--- config.mk ---
export PLATFORM = sky130hd
export DESIGN_NAME = spb_serial_port
export DESIGN_NICKNAME = d
export VERILOG_FILES = /design/src/spb_pkg.sv /design/src/spb_serial_port.sv /design/src/spb_baud_timer.sv
export SDC_FILE = /design/constraint.sdc
export NUM_CORES = 1
export LEC_CHECK = 0
export BUFFER_PORTS_ARGS = -buffer_cell sky130_fd_sc_hd__buf_2
export CAP_MARGIN = 20
export CORE_MARGIN = 1.5
export CORE_UTILIZATION = 40
export DETAILED_ROUTE_END_ITERATION = 16
export PLACE_DENSITY_LB_ADDON = 0.3
export SYNTH_ARGS = -nofsm -noshare
export SYNTH_HDL_FRONTEND = slang
export SYNTH_SLANG_ARGS = --single-unit
--- constraint.sdc ---
create_clock -name sys_clk_i -period 2.5 [get_ports sys_clk_i]
set_input_delay 0.375 -clock sys_clk_i [delete_from_list [all_inputs] [get_ports sys_clk_i]]
set_output_delay 0.375 -clock sys_clk_i [all_outputs]
set_load 0.01 [all_outputs]
--- src/spb_pkg.sv ---
// Constants, field layouts and types for the serial port block
package spb_pkg;

    // ************************************
    // Register offsets
    // ************************************
    localparam logic [7:0] RX_CTRL_ADDR = 8'h18;
    localparam logic [7:0] TX_DATA_ADDR = 8'h19;
    localparam logic [7:0] RX_DATA_ADDR = 8'h1a;
    localparam logic [7:0] PIN_DIR_ADDR = 8'h87;
    localparam logic [7:0] TX_CTRL_ADDR = 8'h98;
    localparam logic [7:0] BAUD_ADDR = 8'h99;

    // ************************************
    // Reset values
    // ************************************
    localparam logic [7:0] TX_CTRL_RST = 8'h02;
    localparam logic [7:0] RX_CTRL_RST = 8'h00;
    localparam logic [7:0] BAUD_RST = 8'h00;
    localparam logic [1:0] PIN_DIR_RST = 2'h0;

    // ************************************
    // Field positions
    // ************************************
    localparam int TX_UNUSED_BIT = 3;
    localparam int TX_EMPTY_BIT = 1;
    localparam int STAT_RX_FULL_BIT = 6;
    localparam int STAT_TX_FULL_BIT = 7;

    // ************************************
    // Timing counts
    // ************************************
    localparam logic [3:0] OVS_LAST = 4'hf;
    localparam logic [3:0] MAJ_FIRST = 4'h7;
    localparam logic [3:0] MAJ_LAST = 4'h9;
    localparam logic [1:0] LOW_PRE_LAST = 2'h3;
    localparam logic [3:0] BITS_EIGHT = 4'h8;
    localparam logic [3:0] BITS_NINE = 4'h9;

    // ************************************
    // Types
    // ************************************
    typedef struct packed {
        logic clk_master;
        logic nine;
        logic tx_en;
        logic clocked;
        logic unused;
        logic high_speed;
        logic shift_empty;
        logic ninth;
    } spb_tx_ctrl_s;

    typedef struct packed {
        logic port_en;
        logic nine;
        logic single_rx;
        logic cont_rx;
        logic addr_det;
        logic frame_err;
        logic overrun;
        logic ninth;
    } spb_rx_ctrl_s;

    typedef enum logic [1:0] {TX_IDLE, TX_START, TX_DATA, TX_STOP} spb_tx_st_e;
    typedef enum logic [1:0] {RX_IDLE, RX_START, RX_DATA, RX_STOP} spb_rx_st_e;

endpackage : spb_pkg

--- src/spb_serial_port.sv ---
// Serial port control, status, baud timing and frame shifting
// What this block does
// - Pins attach only with enable and directions
// - Async full-duplex, clocked modes half-duplex
// - Mode bit picks clocked or asynchronous
// - Clocked: master makes clock, slave takes it
// - Transmit frame nine or eight bits
// - Transmit enable; receive enables win when clocked
// - Speed bit used only when asynchronous
// - Read-only flag: transmit shifter empty
// - Ninth transmitted bit from control register
// - Transmit control bit three reads zero
// - Receive frame nine or eight bits
// - Single receive, master only, self-clearing
// - Continuous receive, wins over single receive
// - Address mode keeps frames with ninth set
// - Framing flag follows each loaded byte
// - Overrun sticks until continuous receive cleared
// - Ninth received bit stored, no parity
// - Dedicated free-running 8-bit baud timer
// - Bit period 64, 16 or 4 ticks
// - Divisor write restarts the baud timer
// - Async receive level by three-sample majority
// - Start, LSB-first data, one stop bit
// - Oversample at x16 bit rate in both speeds
//
// Implementation choice: the plain strobed port.
module spb_serial_port (
    // Clock and reset
    input wire logic sys_clk_i,
    input wire logic rst_i,
    // Register port
    input wire logic [7:0] addr_i,
    input wire logic [7:0] wdata_i,
    input wire logic wr_i,
    input wire logic rd_i,
    output logic [7:0] rdata_o,
    // Transmit or clock pin
    input wire logic tx_clock_pin_i,
    output logic tx_clock_pin_o,
    output logic tx_clock_pin_oe_n_o,
    // Receive or data pin
    input wire logic rx_data_pin_i,
    output logic rx_data_pin_o,
    output logic rx_data_pin_oe_n_o
);

    // ************************************
    // Declarations
    // ************************************
    spb_pkg::spb_tx_ctrl_s txc_reg, txc_next;
    spb_pkg::spb_rx_ctrl_s rxc_reg, rxc_next;
    logic [7:0] baud_reg, baud_next;
    logic [1:0] dir_reg, dir_next;
    logic [7:0] txbuf_reg, txbuf_next;
    logic txfull_reg, txfull_next;
    logic [7:0] rxbuf_reg, rxbuf_next;
    logic rxfull_reg, rxfull_next;
    logic [7:0] rdata_next;
    spb_pkg::spb_tx_st_e tx_st_reg, tx_st_next;
    logic [3:0] tx_cnt_reg, tx_cnt_next;
    logic [3:0] tx_bits_reg, tx_bits_next;
    logic [8:0] tx_sh_reg, tx_sh_next;
    logic tx_line_reg, tx_line_next;
    spb_pkg::spb_rx_st_e rx_st_reg, rx_st_next;
    logic [3:0] rx_cnt_reg, rx_cnt_next;
    logic [3:0] rx_bits_reg, rx_bits_next;
    logic [8:0] rx_sh_reg, rx_sh_next;
    logic [2:0] maj_reg, maj_next;
    logic [1:0] pre_reg, pre_next;
    logic half_reg, half_next;
    logic sclk_reg, sclk_next;
    logic tck_s1, tck_s2, tck_s3, rxd_s1, rxd_s2;
    logic tck_o_next, tck_oe_n_next, dat_o_next, dat_oe_n_next;
    logic tick, baud_wr, port_on, clocked, master, rx_act, rx_en;
    logic ovs_en, clk_run, toggle, ck_rise, ck_fall, maj_bit;
    logic tx_go, tx_take, rx_done, rx_framing_error, rx_keep;
    logic [7:0] rx_byte;
    logic rx_nine;

    // ************************************
    // Mode decode
    // ************************************
    assign port_on = rxc_reg.port_en & (&dir_reg);
    assign clocked = txc_reg.clocked;
    assign master = clocked & txc_reg.clk_master;
    assign rx_act = rxc_reg.cont_rx | (rxc_reg.single_rx & master);
    assign rx_en = port_on & ~rxc_reg.overrun & (clocked ? rx_act : rxc_reg.cont_rx);
    assign baud_wr = wr_i & (addr_i == spb_pkg::BAUD_ADDR);
    assign maj_bit = (maj_reg[0] & maj_reg[1]) | (maj_reg[0] & maj_reg[2]) | (maj_reg[1] & maj_reg[2]);

    spb_baud_timer #(
        .W(8)
    ) u_timer (
        .sys_clk_i(sys_clk_i),
        .rst_i(rst_i),
        .divisor_i(baud_next),
        .restart_i(baud_wr),
        .tick_o(tick)
    );

    // ************************************
    // Timing and pins
    // ************************************
    assign ovs_en = ~clocked & tick & (txc_reg.high_speed | (pre_reg == spb_pkg::LOW_PRE_LAST));
    assign clk_run = master & ((tx_st_reg == spb_pkg::TX_DATA) | (rx_st_reg == spb_pkg::RX_DATA));
    assign toggle = clk_run & tick & half_reg;
    assign ck_rise = clocked & (master ? (toggle & ~sclk_reg) : (tck_s2 & ~tck_s3));
    assign ck_fall = clocked & (master ? (toggle & sclk_reg) : (~tck_s2 & tck_s3));

    always_comb
    begin
        pre_next = tick ? pre_reg + 1'b1 : pre_reg;
        half_next = (tick & clk_run) ? ~half_reg : half_reg;
        sclk_next = toggle ? ~sclk_reg : sclk_reg;
        if (baud_wr)
        begin
            pre_next = '0;
            half_next = 1'b0;
        end
        if (!clk_run)
        begin
            sclk_next = 1'b0;
            half_next = 1'b0;
        end
        tck_o_next = clocked ? sclk_reg : tx_line_reg;
        tck_oe_n_next = ~port_on | (clocked & ~master);
        dat_o_next = tx_line_reg;
        dat_oe_n_next = ~(port_on & clocked & txc_reg.tx_en & ~rx_act);
    end

    always_ff @(posedge sys_clk_i)
    begin
        if (rst_i)
        begin
            pre_reg <= '0;
            half_reg <= 1'b0;
            sclk_reg <= 1'b0;
            tck_s1 <= 1'b1;
            tck_s2 <= 1'b1;
            tck_s3 <= 1'b1;
            rxd_s1 <= 1'b1;
            rxd_s2 <= 1'b1;
            tx_clock_pin_o <= 1'b1;
            tx_clock_pin_oe_n_o <= 1'b1;
            rx_data_pin_o <= 1'b1;
            rx_data_pin_oe_n_o <= 1'b1;
        end
        else
        begin
            pre_reg <= pre_next;
            half_reg <= half_next;
            sclk_reg <= sclk_next;
            tck_s1 <= tx_clock_pin_i;
            tck_s2 <= tck_s1;
            tck_s3 <= tck_s2;
            rxd_s1 <= rx_data_pin_i;
            rxd_s2 <= rxd_s1;
            tx_clock_pin_o <= tck_o_next;
            tx_clock_pin_oe_n_o <= tck_oe_n_next;
            rx_data_pin_o <= dat_o_next;
            rx_data_pin_oe_n_o <= dat_oe_n_next;
        end
    end

    // ************************************
    // Transmitter
    // ************************************
    assign tx_go = txfull_reg & txc_reg.tx_en & port_on & ~(clocked & rx_act);
    assign tx_take = (tx_st_reg == spb_pkg::TX_IDLE) & tx_go;

    always_comb
    begin
        tx_st_next = tx_st_reg;
        tx_cnt_next = ovs_en ? tx_cnt_reg + 1'b1 : tx_cnt_reg;
        tx_bits_next = tx_bits_reg;
        tx_sh_next = tx_sh_reg;
        tx_line_next = tx_line_reg;
        unique case (tx_st_reg)
            spb_pkg::TX_IDLE:
            begin
                tx_line_next = 1'b1;
                tx_cnt_next = '0;
                if (tx_go)
                begin
                    tx_sh_next = {txc_reg.ninth, txbuf_reg};
                    tx_bits_next = txc_reg.nine ? spb_pkg::BITS_NINE : spb_pkg::BITS_EIGHT;
                    tx_st_next = clocked ? spb_pkg::TX_DATA : spb_pkg::TX_START;
                    tx_line_next = clocked ? txbuf_reg[0] : 1'b0;
                end
            end
            spb_pkg::TX_START:
            begin
                if (ovs_en && tx_cnt_reg == spb_pkg::OVS_LAST)
                begin
                    tx_st_next = spb_pkg::TX_DATA;
                    tx_line_next = tx_sh_reg[0];
                end
            end
            spb_pkg::TX_DATA:
            begin
                if (clocked ? ck_fall : (ovs_en && tx_cnt_reg == spb_pkg::OVS_LAST))
                begin
                    tx_sh_next = {1'b0, tx_sh_reg[8:1]};
                    tx_bits_next = tx_bits_reg - 1'b1;
                    tx_line_next = tx_sh_reg[1];
                    if (tx_bits_reg == 4'h1)
                    begin
                        tx_st_next = clocked ? spb_pkg::TX_IDLE : spb_pkg::TX_STOP;
                        tx_line_next = 1'b1;
                    end
                end
            end
            spb_pkg::TX_STOP:
            begin
                if (ovs_en && tx_cnt_reg == spb_pkg::OVS_LAST)
                begin
                    tx_st_next = spb_pkg::TX_IDLE;
                end
            end
        endcase
        if (!port_on || (clocked && rx_act))
        begin
            tx_st_next = spb_pkg::TX_IDLE;
        end
    end

    always_ff @(posedge sys_clk_i)
    begin
        if (rst_i)
        begin
            tx_st_reg <= spb_pkg::TX_IDLE;
            tx_cnt_reg <= '0;
            tx_bits_reg <= '0;
            tx_sh_reg <= '0;
            tx_line_reg <= 1'b1;
        end
        else
        begin
            tx_st_reg <= tx_st_next;
            tx_cnt_reg <= tx_cnt_next;
            tx_bits_reg <= tx_bits_next;
            tx_sh_reg <= tx_sh_next;
            tx_line_reg <= tx_line_next;
        end
    end

    // ************************************
    // Receiver
    // ************************************
    always_comb
    begin
        rx_st_next = rx_st_reg;
        rx_cnt_next = ovs_en ? rx_cnt_reg + 1'b1 : rx_cnt_reg;
        rx_bits_next = rx_bits_reg;
        rx_sh_next = rx_sh_reg;
        maj_next = maj_reg;
        rx_done = 1'b0;
        rx_framing_error = 1'b0;
        if (ovs_en && rx_cnt_reg >= spb_pkg::MAJ_FIRST && rx_cnt_reg <= spb_pkg::MAJ_LAST)
        begin
            maj_next = {maj_reg[1:0], rxd_s2};
        end
        unique case (rx_st_reg)
            spb_pkg::RX_IDLE:
            begin
                rx_cnt_next = '0;
                rx_bits_next = rxc_reg.nine ? spb_pkg::BITS_NINE : spb_pkg::BITS_EIGHT;
                if (rx_en && (clocked || (ovs_en && !rxd_s2)))
                begin
                    rx_st_next = clocked ? spb_pkg::RX_DATA : spb_pkg::RX_START;
                end
            end
            spb_pkg::RX_START:
            begin
                if (ovs_en && rx_cnt_reg == spb_pkg::OVS_LAST)
                begin
                    rx_st_next = maj_bit ? spb_pkg::RX_IDLE : spb_pkg::RX_DATA;
                end
            end
            spb_pkg::RX_DATA:
            begin
                if (clocked ? ck_rise : (ovs_en && rx_cnt_reg == spb_pkg::OVS_LAST))
                begin
                    rx_sh_next = {clocked ? rxd_s2 : maj_bit, rx_sh_reg[8:1]};
                    rx_bits_next = rx_bits_reg - 1'b1;
                    if (rx_bits_reg == 4'h1)
                    begin
                        rx_st_next = clocked ? spb_pkg::RX_IDLE : spb_pkg::RX_STOP;
                        rx_done = clocked;
                    end
                end
            end
            spb_pkg::RX_STOP:
            begin
                if (ovs_en && rx_cnt_reg == spb_pkg::OVS_LAST)
                begin
                    rx_st_next = spb_pkg::RX_IDLE;
                    rx_done = 1'b1;
                    rx_framing_error = ~maj_bit;
                end
            end
        endcase
        if (!rx_en)
        begin
            rx_st_next = spb_pkg::RX_IDLE;
        end
    end

    assign rx_byte = rxc_reg.nine ? rx_sh_next[7:0] : rx_sh_next[8:1];
    assign rx_nine = rxc_reg.nine & rx_sh_next[8];
    assign rx_keep = rx_done & (clocked | ~rxc_reg.nine | ~rxc_reg.addr_det | rx_nine);

    always_ff @(posedge sys_clk_i)
    begin
        if (rst_i)
        begin
            rx_st_reg <= spb_pkg::RX_IDLE;
            rx_cnt_reg <= '0;
            rx_bits_reg <= '0;
            rx_sh_reg <= '0;
            maj_reg <= 3'h7;
        end
        else
        begin
            rx_st_reg <= rx_st_next;
            rx_cnt_reg <= rx_cnt_next;
            rx_bits_reg <= rx_bits_next;
            rx_sh_reg <= rx_sh_next;
            maj_reg <= maj_next;
        end
    end

    // ************************************
    // Registers
    // ************************************
    always_comb
    begin
        txc_next = txc_reg;
        rxc_next = rxc_reg;
        baud_next = baud_reg;
        dir_next = dir_reg;
        txbuf_next = txbuf_reg;
        txfull_next = txfull_reg & ~tx_take;
        rxbuf_next = rxbuf_reg;
        rxfull_next = rxfull_reg;
        rdata_next = '0;
        if (wr_i)
        begin
            unique case (addr_i)
                spb_pkg::TX_CTRL_ADDR: txc_next = spb_pkg::spb_tx_ctrl_s'({wdata_i[7:4], 1'b0, wdata_i[2], 1'b0, wdata_i[0]});
                spb_pkg::RX_CTRL_ADDR:
                begin
                    rxc_next = spb_pkg::spb_rx_ctrl_s'({wdata_i[7:3], rxc_reg.frame_err, rxc_reg.overrun, rxc_reg.ninth});
                    rxc_next.overrun = rxc_reg.overrun & wdata_i[4];
                end
                spb_pkg::BAUD_ADDR: baud_next = wdata_i;
                spb_pkg::PIN_DIR_ADDR: dir_next = wdata_i[1:0];
                spb_pkg::TX_DATA_ADDR:
                begin
                    txbuf_next = wdata_i;
                    txfull_next = 1'b1;
                end
                default: ;
            endcase
        end
        if (rd_i)
        begin
            unique case (addr_i)
                spb_pkg::TX_CTRL_ADDR: rdata_next = txc_reg;
                spb_pkg::RX_CTRL_ADDR: rdata_next = rxc_reg;
                spb_pkg::BAUD_ADDR: rdata_next = baud_reg;
                spb_pkg::PIN_DIR_ADDR: rdata_next = {txfull_reg, rxfull_reg, 4'h0, dir_reg};
                spb_pkg::RX_DATA_ADDR:
                begin
                    rdata_next = rxbuf_reg;
                    rxfull_next = 1'b0;
                end
                default: rdata_next = '0;
            endcase
        end
        txc_next.shift_empty = (tx_st_next == spb_pkg::TX_IDLE);
        if (rx_done && rxc_reg.single_rx && !rxc_reg.cont_rx && master)
        begin
            rxc_next.single_rx = 1'b0;
        end
        if (rx_keep)
        begin
            if (rxfull_reg)
            begin
                rxc_next.overrun = 1'b1;
            end
            else
            begin
                rxbuf_next = rx_byte;
                rxfull_next = 1'b1;
                rxc_next.frame_err = rx_framing_error;
                rxc_next.ninth = rx_nine;
            end
        end
    end

    always_ff @(posedge sys_clk_i)
    begin
        if (rst_i)
        begin
            txc_reg <= spb_pkg::TX_CTRL_RST;
            rxc_reg <= spb_pkg::RX_CTRL_RST;
            baud_reg <= spb_pkg::BAUD_RST;
            dir_reg <= spb_pkg::PIN_DIR_RST;
            txbuf_reg <= '0;
            txfull_reg <= 1'b0;
            rxbuf_reg <= '0;
            rxfull_reg <= 1'b0;
            rdata_o <= '0;
        end
        else
        begin
            txc_reg <= txc_next;
            rxc_reg <= rxc_next;
            baud_reg <= baud_next;
            dir_reg <= dir_next;
            txbuf_reg <= txbuf_next;
            txfull_reg <= txfull_next;
            rxbuf_reg <= rxbuf_next;
            rxfull_reg <= rxfull_next;
            rdata_o <= rdata_next;
        end
    end
endmodule : spb_serial_port

--- src/spb_baud_timer.sv ---
// Free-running reloadable baud timer with one-cycle tick
module spb_baud_timer #(
    parameter int W = 8
) (
    // Clock and reset
    input wire logic sys_clk_i,
    input wire logic rst_i,
    // Control
    input wire logic [W-1:0] divisor_i,
    input wire logic restart_i,
    // Tick
    output logic tick_o
);

    logic [W-1:0] cnt_reg;
    logic [W-1:0] cnt_next;
    logic tick_next;

    always_comb
    begin
        cnt_next = cnt_reg - 1'b1;
        tick_next = 1'b0;
        if (restart_i)
        begin
            cnt_next = divisor_i;
        end
        else if (cnt_reg == '0)
        begin
            cnt_next = divisor_i;
            tick_next = 1'b1;
        end
    end

    always_ff @(posedge sys_clk_i)
    begin
        if (rst_i)
        begin
            cnt_reg <= '0;
            tick_o <= 1'b0;
        end
        else
        begin
            cnt_reg <= cnt_next;
            tick_o <= tick_next;
        end
    end

endmodule : spb_baud_timer

**Word-level counts from Yosys, hierarchy flattened**

Cells that the tools add are included.

- Add/subtract/negate cells: 6
- $lt $le $gt $ge: 2
- Equality and inequality tests: 25
- Multiplexer cells: 66
- Bitwise operators: 61
- Reductions and logical operators: 40

Operators with widths:

| operator | number |
|---|---|
| 2-to-1 mux 8 bit | 5 |
| one-hot mux 8 bit (5 select lines) | 1 |
| 2-to-1 mux 9 bit | 4 |
| bitwise AND 1 bit | 33 |
| 2-to-1 mux 2 bit | 16 |
| 2-to-1 mux 1 bit | 29 |
| equality test 8 x 5 -> 1 bit (second input constant) | 3 |
| equality test 8 bit (second input constant) | 3 |
| NOT 1 bit | 19 |
| one-hot mux 9 bit (2 select lines) | 1 |
| one-hot mux 2 bit (4 select lines) | 2 |
| one-hot mux 4 bit (2 select lines) | 2 |
| AND reduction 2 bit | 7 |
| OR reduction 2 bit | 7 |
| 2-to-1 mux 4 bit | 3 |
| equality test 2 bit (second input constant) | 5 |
| logical AND 1 bit | 10 |
| inequality test 2 bit (second input constant) | 5 |
| bitwise OR 1 bit | 9 |
| adder 4 x 1 -> 4 bit (second input constant) | 2 |
| equality test 4 x 1 -> 1 bit (second input constant) | 2 |
| equality test 4 bit (second input constant) | 2 |
| zero test 8 bit | 1 |
| subtractor 4 x 1 -> 4 bit (second input constant) | 2 |
| 17 further kinds | 27 |

- Bits in registers: 115
- Input bits: 22
- Output and inout bits: 12
- Word-level logic and storage cells: 246

**Longest topological paths before layout**

- Depth in word-level cells: 15
- Mapped depth: 10
- Mapped depth without buffers: 8

**By module**

Synthesis repeated with hierarchy kept, for this count alone.

- Cell total of the unflattened synthesis: 626
- Area, all modules: 5665.4 µm²

By module, submodules not included:

| module | instances | cells an instance | area each (µm²) | sequential area each (µm²) |
|---|---|---|---|---|
| spb_serial_port | 1 | 576 | 5167.5 | 2122.0 |
| spb_baud_timer | 1 | 50 | 498.0 | 180.2 |

**Worst setup path before layout**

No wires, ideal clock.

- Path type: flip-flop to flip-flop
- Start point: register tx_st_reg[1]
- End point: register rxbuf_reg[0]
- Setup time: 0.074 ns
- Arrival time: 2.103 ns
- Required time: 2.426 ns
- Path slack: 0.323 ns
- Cell stages (with the launch flop): 10
- Buffers on the path: 2
- Clock period less this slack: 2.177 ns
- Cells stage by stage: dfxtp_1 ha_1 buf_2 inv_1 a211oi_1 o211ai_1 a21o_1 buf_2 or3_4 o21ai_0

- Word-level cells in the longest chain between the ends: 15
- Elaborated cells on any way between the ends: 18
- Classes of those cells: eq/ne (1); mux (7); bitwise (9); reduce/logical (1)

RTL lines:

| item | line | text |
|---|---|---|
| start, declared | spb_serial_port.sv:60 | `spb_pkg::spb_tx_st_e tx_st_reg, tx_st_next;` |
| start signal, assigned | spb_serial_port.sv:232 | `tx_st_reg <= spb_pkg::TX_IDLE;` |
| start signal, assigned | spb_serial_port.sv:240 | `tx_st_reg <= tx_st_next;` |
| equality test 2 bit (*) | spb_serial_port.sv:106 | `assign clk_run = master & ((tx_st_reg == spb_pkg::TX_DATA) \| (rx_st_reg == spb_pkg::RX_DATA));` |
| bitwise OR 1 bit (*) | spb_serial_port.sv:106 |  |
| bitwise AND 1 bit (*) | spb_serial_port.sv:106 |  |
| bitwise AND 1 bit (*) (2 in a row) | spb_serial_port.sv:107 | `assign toggle = clk_run & tick & half_reg;` |
| bitwise AND 1 bit (*) | spb_serial_port.sv:108 | `assign ck_rise = clocked & (master ? (toggle & ~sclk_reg) : (tck_s2 & ~tck_s3));` |
| 2-to-1 mux 1 bit (*) | spb_serial_port.sv:108 |  |
| bitwise AND 1 bit (*) | spb_serial_port.sv:108 |  |
| 2-to-1 mux 1 bit (*) | spb_serial_port.sv:283 | `if (clocked ? ck_rise : (ovs_en && rx_cnt_reg == spb_pkg::OVS_LAST))` |
| 2-to-1 mux 9 bit | spb_serial_port.sv:283 |  |
| 2-to-1 mux 9 bit | spb_serial_port.sv:264 | `unique case (rx_st_reg)` |
| bitwise AND 1 bit | spb_serial_port.sv:311 | `assign rx_nine = rxc_reg.nine & rx_sh_next[8];` |
| bitwise OR 1 bit | spb_serial_port.sv:312 | `assign rx_keep = rx_done & (clocked \| ~rxc_reg.nine \| ~rxc_reg.addr_det \| rx_nine);` |
| bitwise AND 1 bit | spb_serial_port.sv:312 |  |
| AND reduction 2 bit (no line) | - |  |
| end signal, assigned | spb_serial_port.sv:425 | `rxbuf_reg <= rxbuf_next;` |
| end, declared | spb_serial_port.sv:57 | `logic [7:0] rxbuf_reg, rxbuf_next;` |

Every way passes the cells marked *; elsewhere a longest branch is shown, timed or not.
A chain may end at the register's enable or synchronous reset.

**Worst setup path after layout**

- Start point: register u_timer.tick_o
- End point: register tx_sh_reg[2]

- Word-level cells in the longest chain between the ends: 8
- Elaborated cells on any way between the ends: 11
- Classes of those cells: eq/ne (1); mux (2); bitwise (6); reduce/logical (2)

RTL lines:

| item | line | text |
|---|---|---|
| start, declared | spb_baud_timer.sv:12 | `output logic tick_o` |
| start signal, assigned | spb_baud_timer.sv:44 | `tick_o <= tick_next;` |
| bitwise AND 1 bit (2 in a row) | spb_serial_port.sv:107 |  |
| bitwise AND 1 bit | spb_serial_port.sv:109 | `assign ck_fall = clocked & (master ? (toggle & sclk_reg) : (~tck_s2 & tck_s3));` |
| 2-to-1 mux 1 bit | spb_serial_port.sv:109 |  |
| bitwise AND 1 bit | spb_serial_port.sv:109 |  |
| 2-to-1 mux 1 bit (*) | spb_serial_port.sv:202 | `if (clocked ? ck_fall : (ovs_en && tx_cnt_reg == spb_pkg::OVS_LAST))` |
| inequality test 2 x 1 -> 1 bit (no line) (*) | - |  |
| AND reduction 3 bit (no line) (*) | - |  |
| end signal, assigned | spb_serial_port.sv:243 | `tx_sh_reg <= tx_sh_next;` |
| end, declared | spb_serial_port.sv:63 | `logic [8:0] tx_sh_reg, tx_sh_next;` |

Marks and branches as above.

==> results.txt <==
Mapped Cells - 621
Worst-margin pin slew - 0.870 ns
Layout filler cell count - 1255
Row cnt - 42
Wire per inst - 15.8 um
Overall power - 5.05 mW
Post-synth top area share - 41.5%
Largest net degree at the start of global routing - 51
Leak - 2.41 nW
CTS tree - done
Area leader, netlist - dfxtp_1
Post-synthesis sequential area ratio - 41.5%
Skew-Pair Late Insertion Delay - 0.42 ns
PostCTS Resize Cnt - 0
Clock sink count - 115
First-pass GRT wire length - 22400 um
DP Worst Slack - 0.258 ns
Crit path buf inv count - 0
Critical Path Start Type - register
HP Class - input port to register
Commonest non-fill, non-tap cell in the layout - dfxtp_1
Detail-routed via count per cell - 5.49
Register area - 0.00230 mm^2
Ys flop type - dfxtp_1
Worst Setup End Kind - register
Largest family of logic cells by synthesized area - compound AO/OA/AOI/OAI gates
Max frequency - 0.432 GHz
Htree depth - 4
Core area - 0.0134 mm^2
TritonCTS Buffers - 17
Post-synthesis mux area share - 12.0%
Post-DRT Antenna Nets - 0
Postcts setup bufs - 0
Iter 0 DRT Violations - 267
Max stage delay on crit path - 0.56 ns
Clock buffer depth - 2
Die H - 121 um
Placed insts - 816
Peak supply drop - 0.000654 V
CP Max Fanout - 17
Number of synthesized flops with an enable pin - 0
Unique masters post-synth - 68
Clk pin slew, worst setup/hold paths - 0.06 ns
Layout cell share with drive strength beyond 1 - 16.8%
# IOs - 34
Post-Layout Cell Count - 848
Antenna fix cells - 0
Yosys reg bits - 115
Starting Density - 41.4%
Mapped Area - 0.00554 mm^2
Worst hold slack - 0.133 ns
Synthesis-to-layout area growth - 18.0%
Simple-gate share of the synthesized area - 17.5%
Final setup fails - 0
Final nets - 696
Vias post-DR - 4653
Setup TNS - 0 ns
Initial antenna violation count - 0
Die area - 0.0146 mm^2
Crit path max-delay cell type - or4_4
Root buffer cell - clkbuf_16
Mapped Avg Cell Area - 8.93 um^2
Final period utilization - 92.6%
Synth Area in Compound Gates - 18.6%
Status - completed
Ranking of synthesized cells by area - dfxtp_1, mux2i_1, nor2_1
Final Hold Fails - 0
HPWL Detailed - 9640 um
Worst Path Required - 2.82 ns
Number of global-route vias before repair - 4470
Critical path cell sequence - o21ai_4, or4_4, o2bb2ai_2, a21oi_4, nor2_1, a211oi_1
FFs w/ async S/R, synth - 0%
Max_cap viols - 0
GR Overflow Total - 0
Pwr per Cell Area - 773 mW/mm^2
WL final - 13400 um
Adder-cell area share of the yosys netlist - 3.39%
Global router's overall resource usage - 19.5%
Synthesized Nets - 658
Crit path time final - 2.32 ns
Slew Viols, Final - 0
Port Buf Inserts - 33
TritonRoute pass-1 iters - 4
Critical path data arrival time - 2.64 ns
Hold Buf Count CTS - 0
Crit Path Category - register to register
Setup slack after layout - 0.185 ns
Most frequent cells in the layout - dfxtp_1, nor2_1, nand2_1
RSZ-0062 raised after global routing - false
Synth warn - 0
Worst Skew - 0.00754 ns
Post-route DRC - 0
Synth Area in XOR/XNOR - 2.37%
Final GP Congestion - 0.912
Slew HR - 41.1%
CP top delay family - compound AO/OA/AOI/OAI gates
Die X - 121 um
Multi-input logic area - 0.00299 mm^2
==> layer usage <==
metal	track usage (%)	wire, um	up-vias
li1	-	-	2298
met1	26.2	6440	2235
met2	30.5	6260	101
met3	4.91	551	19
met4	6.91	192	0
met5	0	0	-
==> per-stage QoR <==
step,util (%),area (um^2)
after floorplan,-,5540
after global placement,44.2,5920
after detailed placement,44.2,5920
after CTS,48.8,6540
after global routing,48.8,6540
final,48.8,6540
==> cell type report <==
cell class / count / area share [%]
Multi-Input combinational cell: 447 / 45.7
Timing Repair Buffer: 54 / 4.93
Sequential cell: 115 / 35.2
Inverter: 24 / 1.38
Clock buffer: 20 / 6.68
Tap cell: 176 / 3.37
Clock inverter: 12 / 2.77
==> synthesized netlist by cell type (4+ instances only) <==
library cell and instances:
xnor2_1 8, a21oi_1 45, a211oi_2 4, nand2b_1 5
mux2_2 10, dfxtp_1 115, a211oi_1 11, nor3_1 13
o211ai_1 21, or2_2 5, clkbuf_1 22, and2_1 9
inv_1 24, o22ai_1 7, ha_1 15, mux2i_1 55
nand3b_1 5, nor2_1 64, o21ai_0 24, nand3_1 12
or3_1 4, buf_2 4, xor2_1 7, nand2_1 57
nor4_1 5, buf_1 4
==> kinds of logic (layout without fill, tap and decap cells) <==
family,after synthesis,count (layout)
flip-flops,115,115
XOR/XNOR,15,15
adder cells (fa/ha/maj),15,15
multiplexers,65,65
buffers and inverters,59,110
AND/OR/NAND/NOR,201,201
AO/OA/AOI/OAI,151,151
==> where the power goes <==
part / internal [mW] / total, mW / leakage, nW / switching, mW
clock network: 1.67 / 2.54 / 0.287 / 0.874
registers: 1.90 / 1.96 / 0.930 / 0.0614
logic: 0.247 / 0.548 / 1.20 / 0.301
==> path summary, 6_finish.rpt <==
check | startpoint | to | slack (ns) | cells after the start
max | u_timer.tick_o$_SDFF_PP0_ | tx_sh_reg[2]$_SDFFE_PP0P_ | 0.18 | 6
min | tx_clock_pin_i | tck_s1$_SDFF_PP1_ | 0.13 | 2
max reg2reg | u_timer.tick_o$_SDFF_PP0_ | tx_sh_reg[2]$_SDFFE_PP0P_ | 0.18 | 6
min reg2reg | rxd_s1$_SDFF_PP1_ | rxd_s2$_SDFF_PP1_ | 0.41 | 1
(Power assumes the default switching activity.)
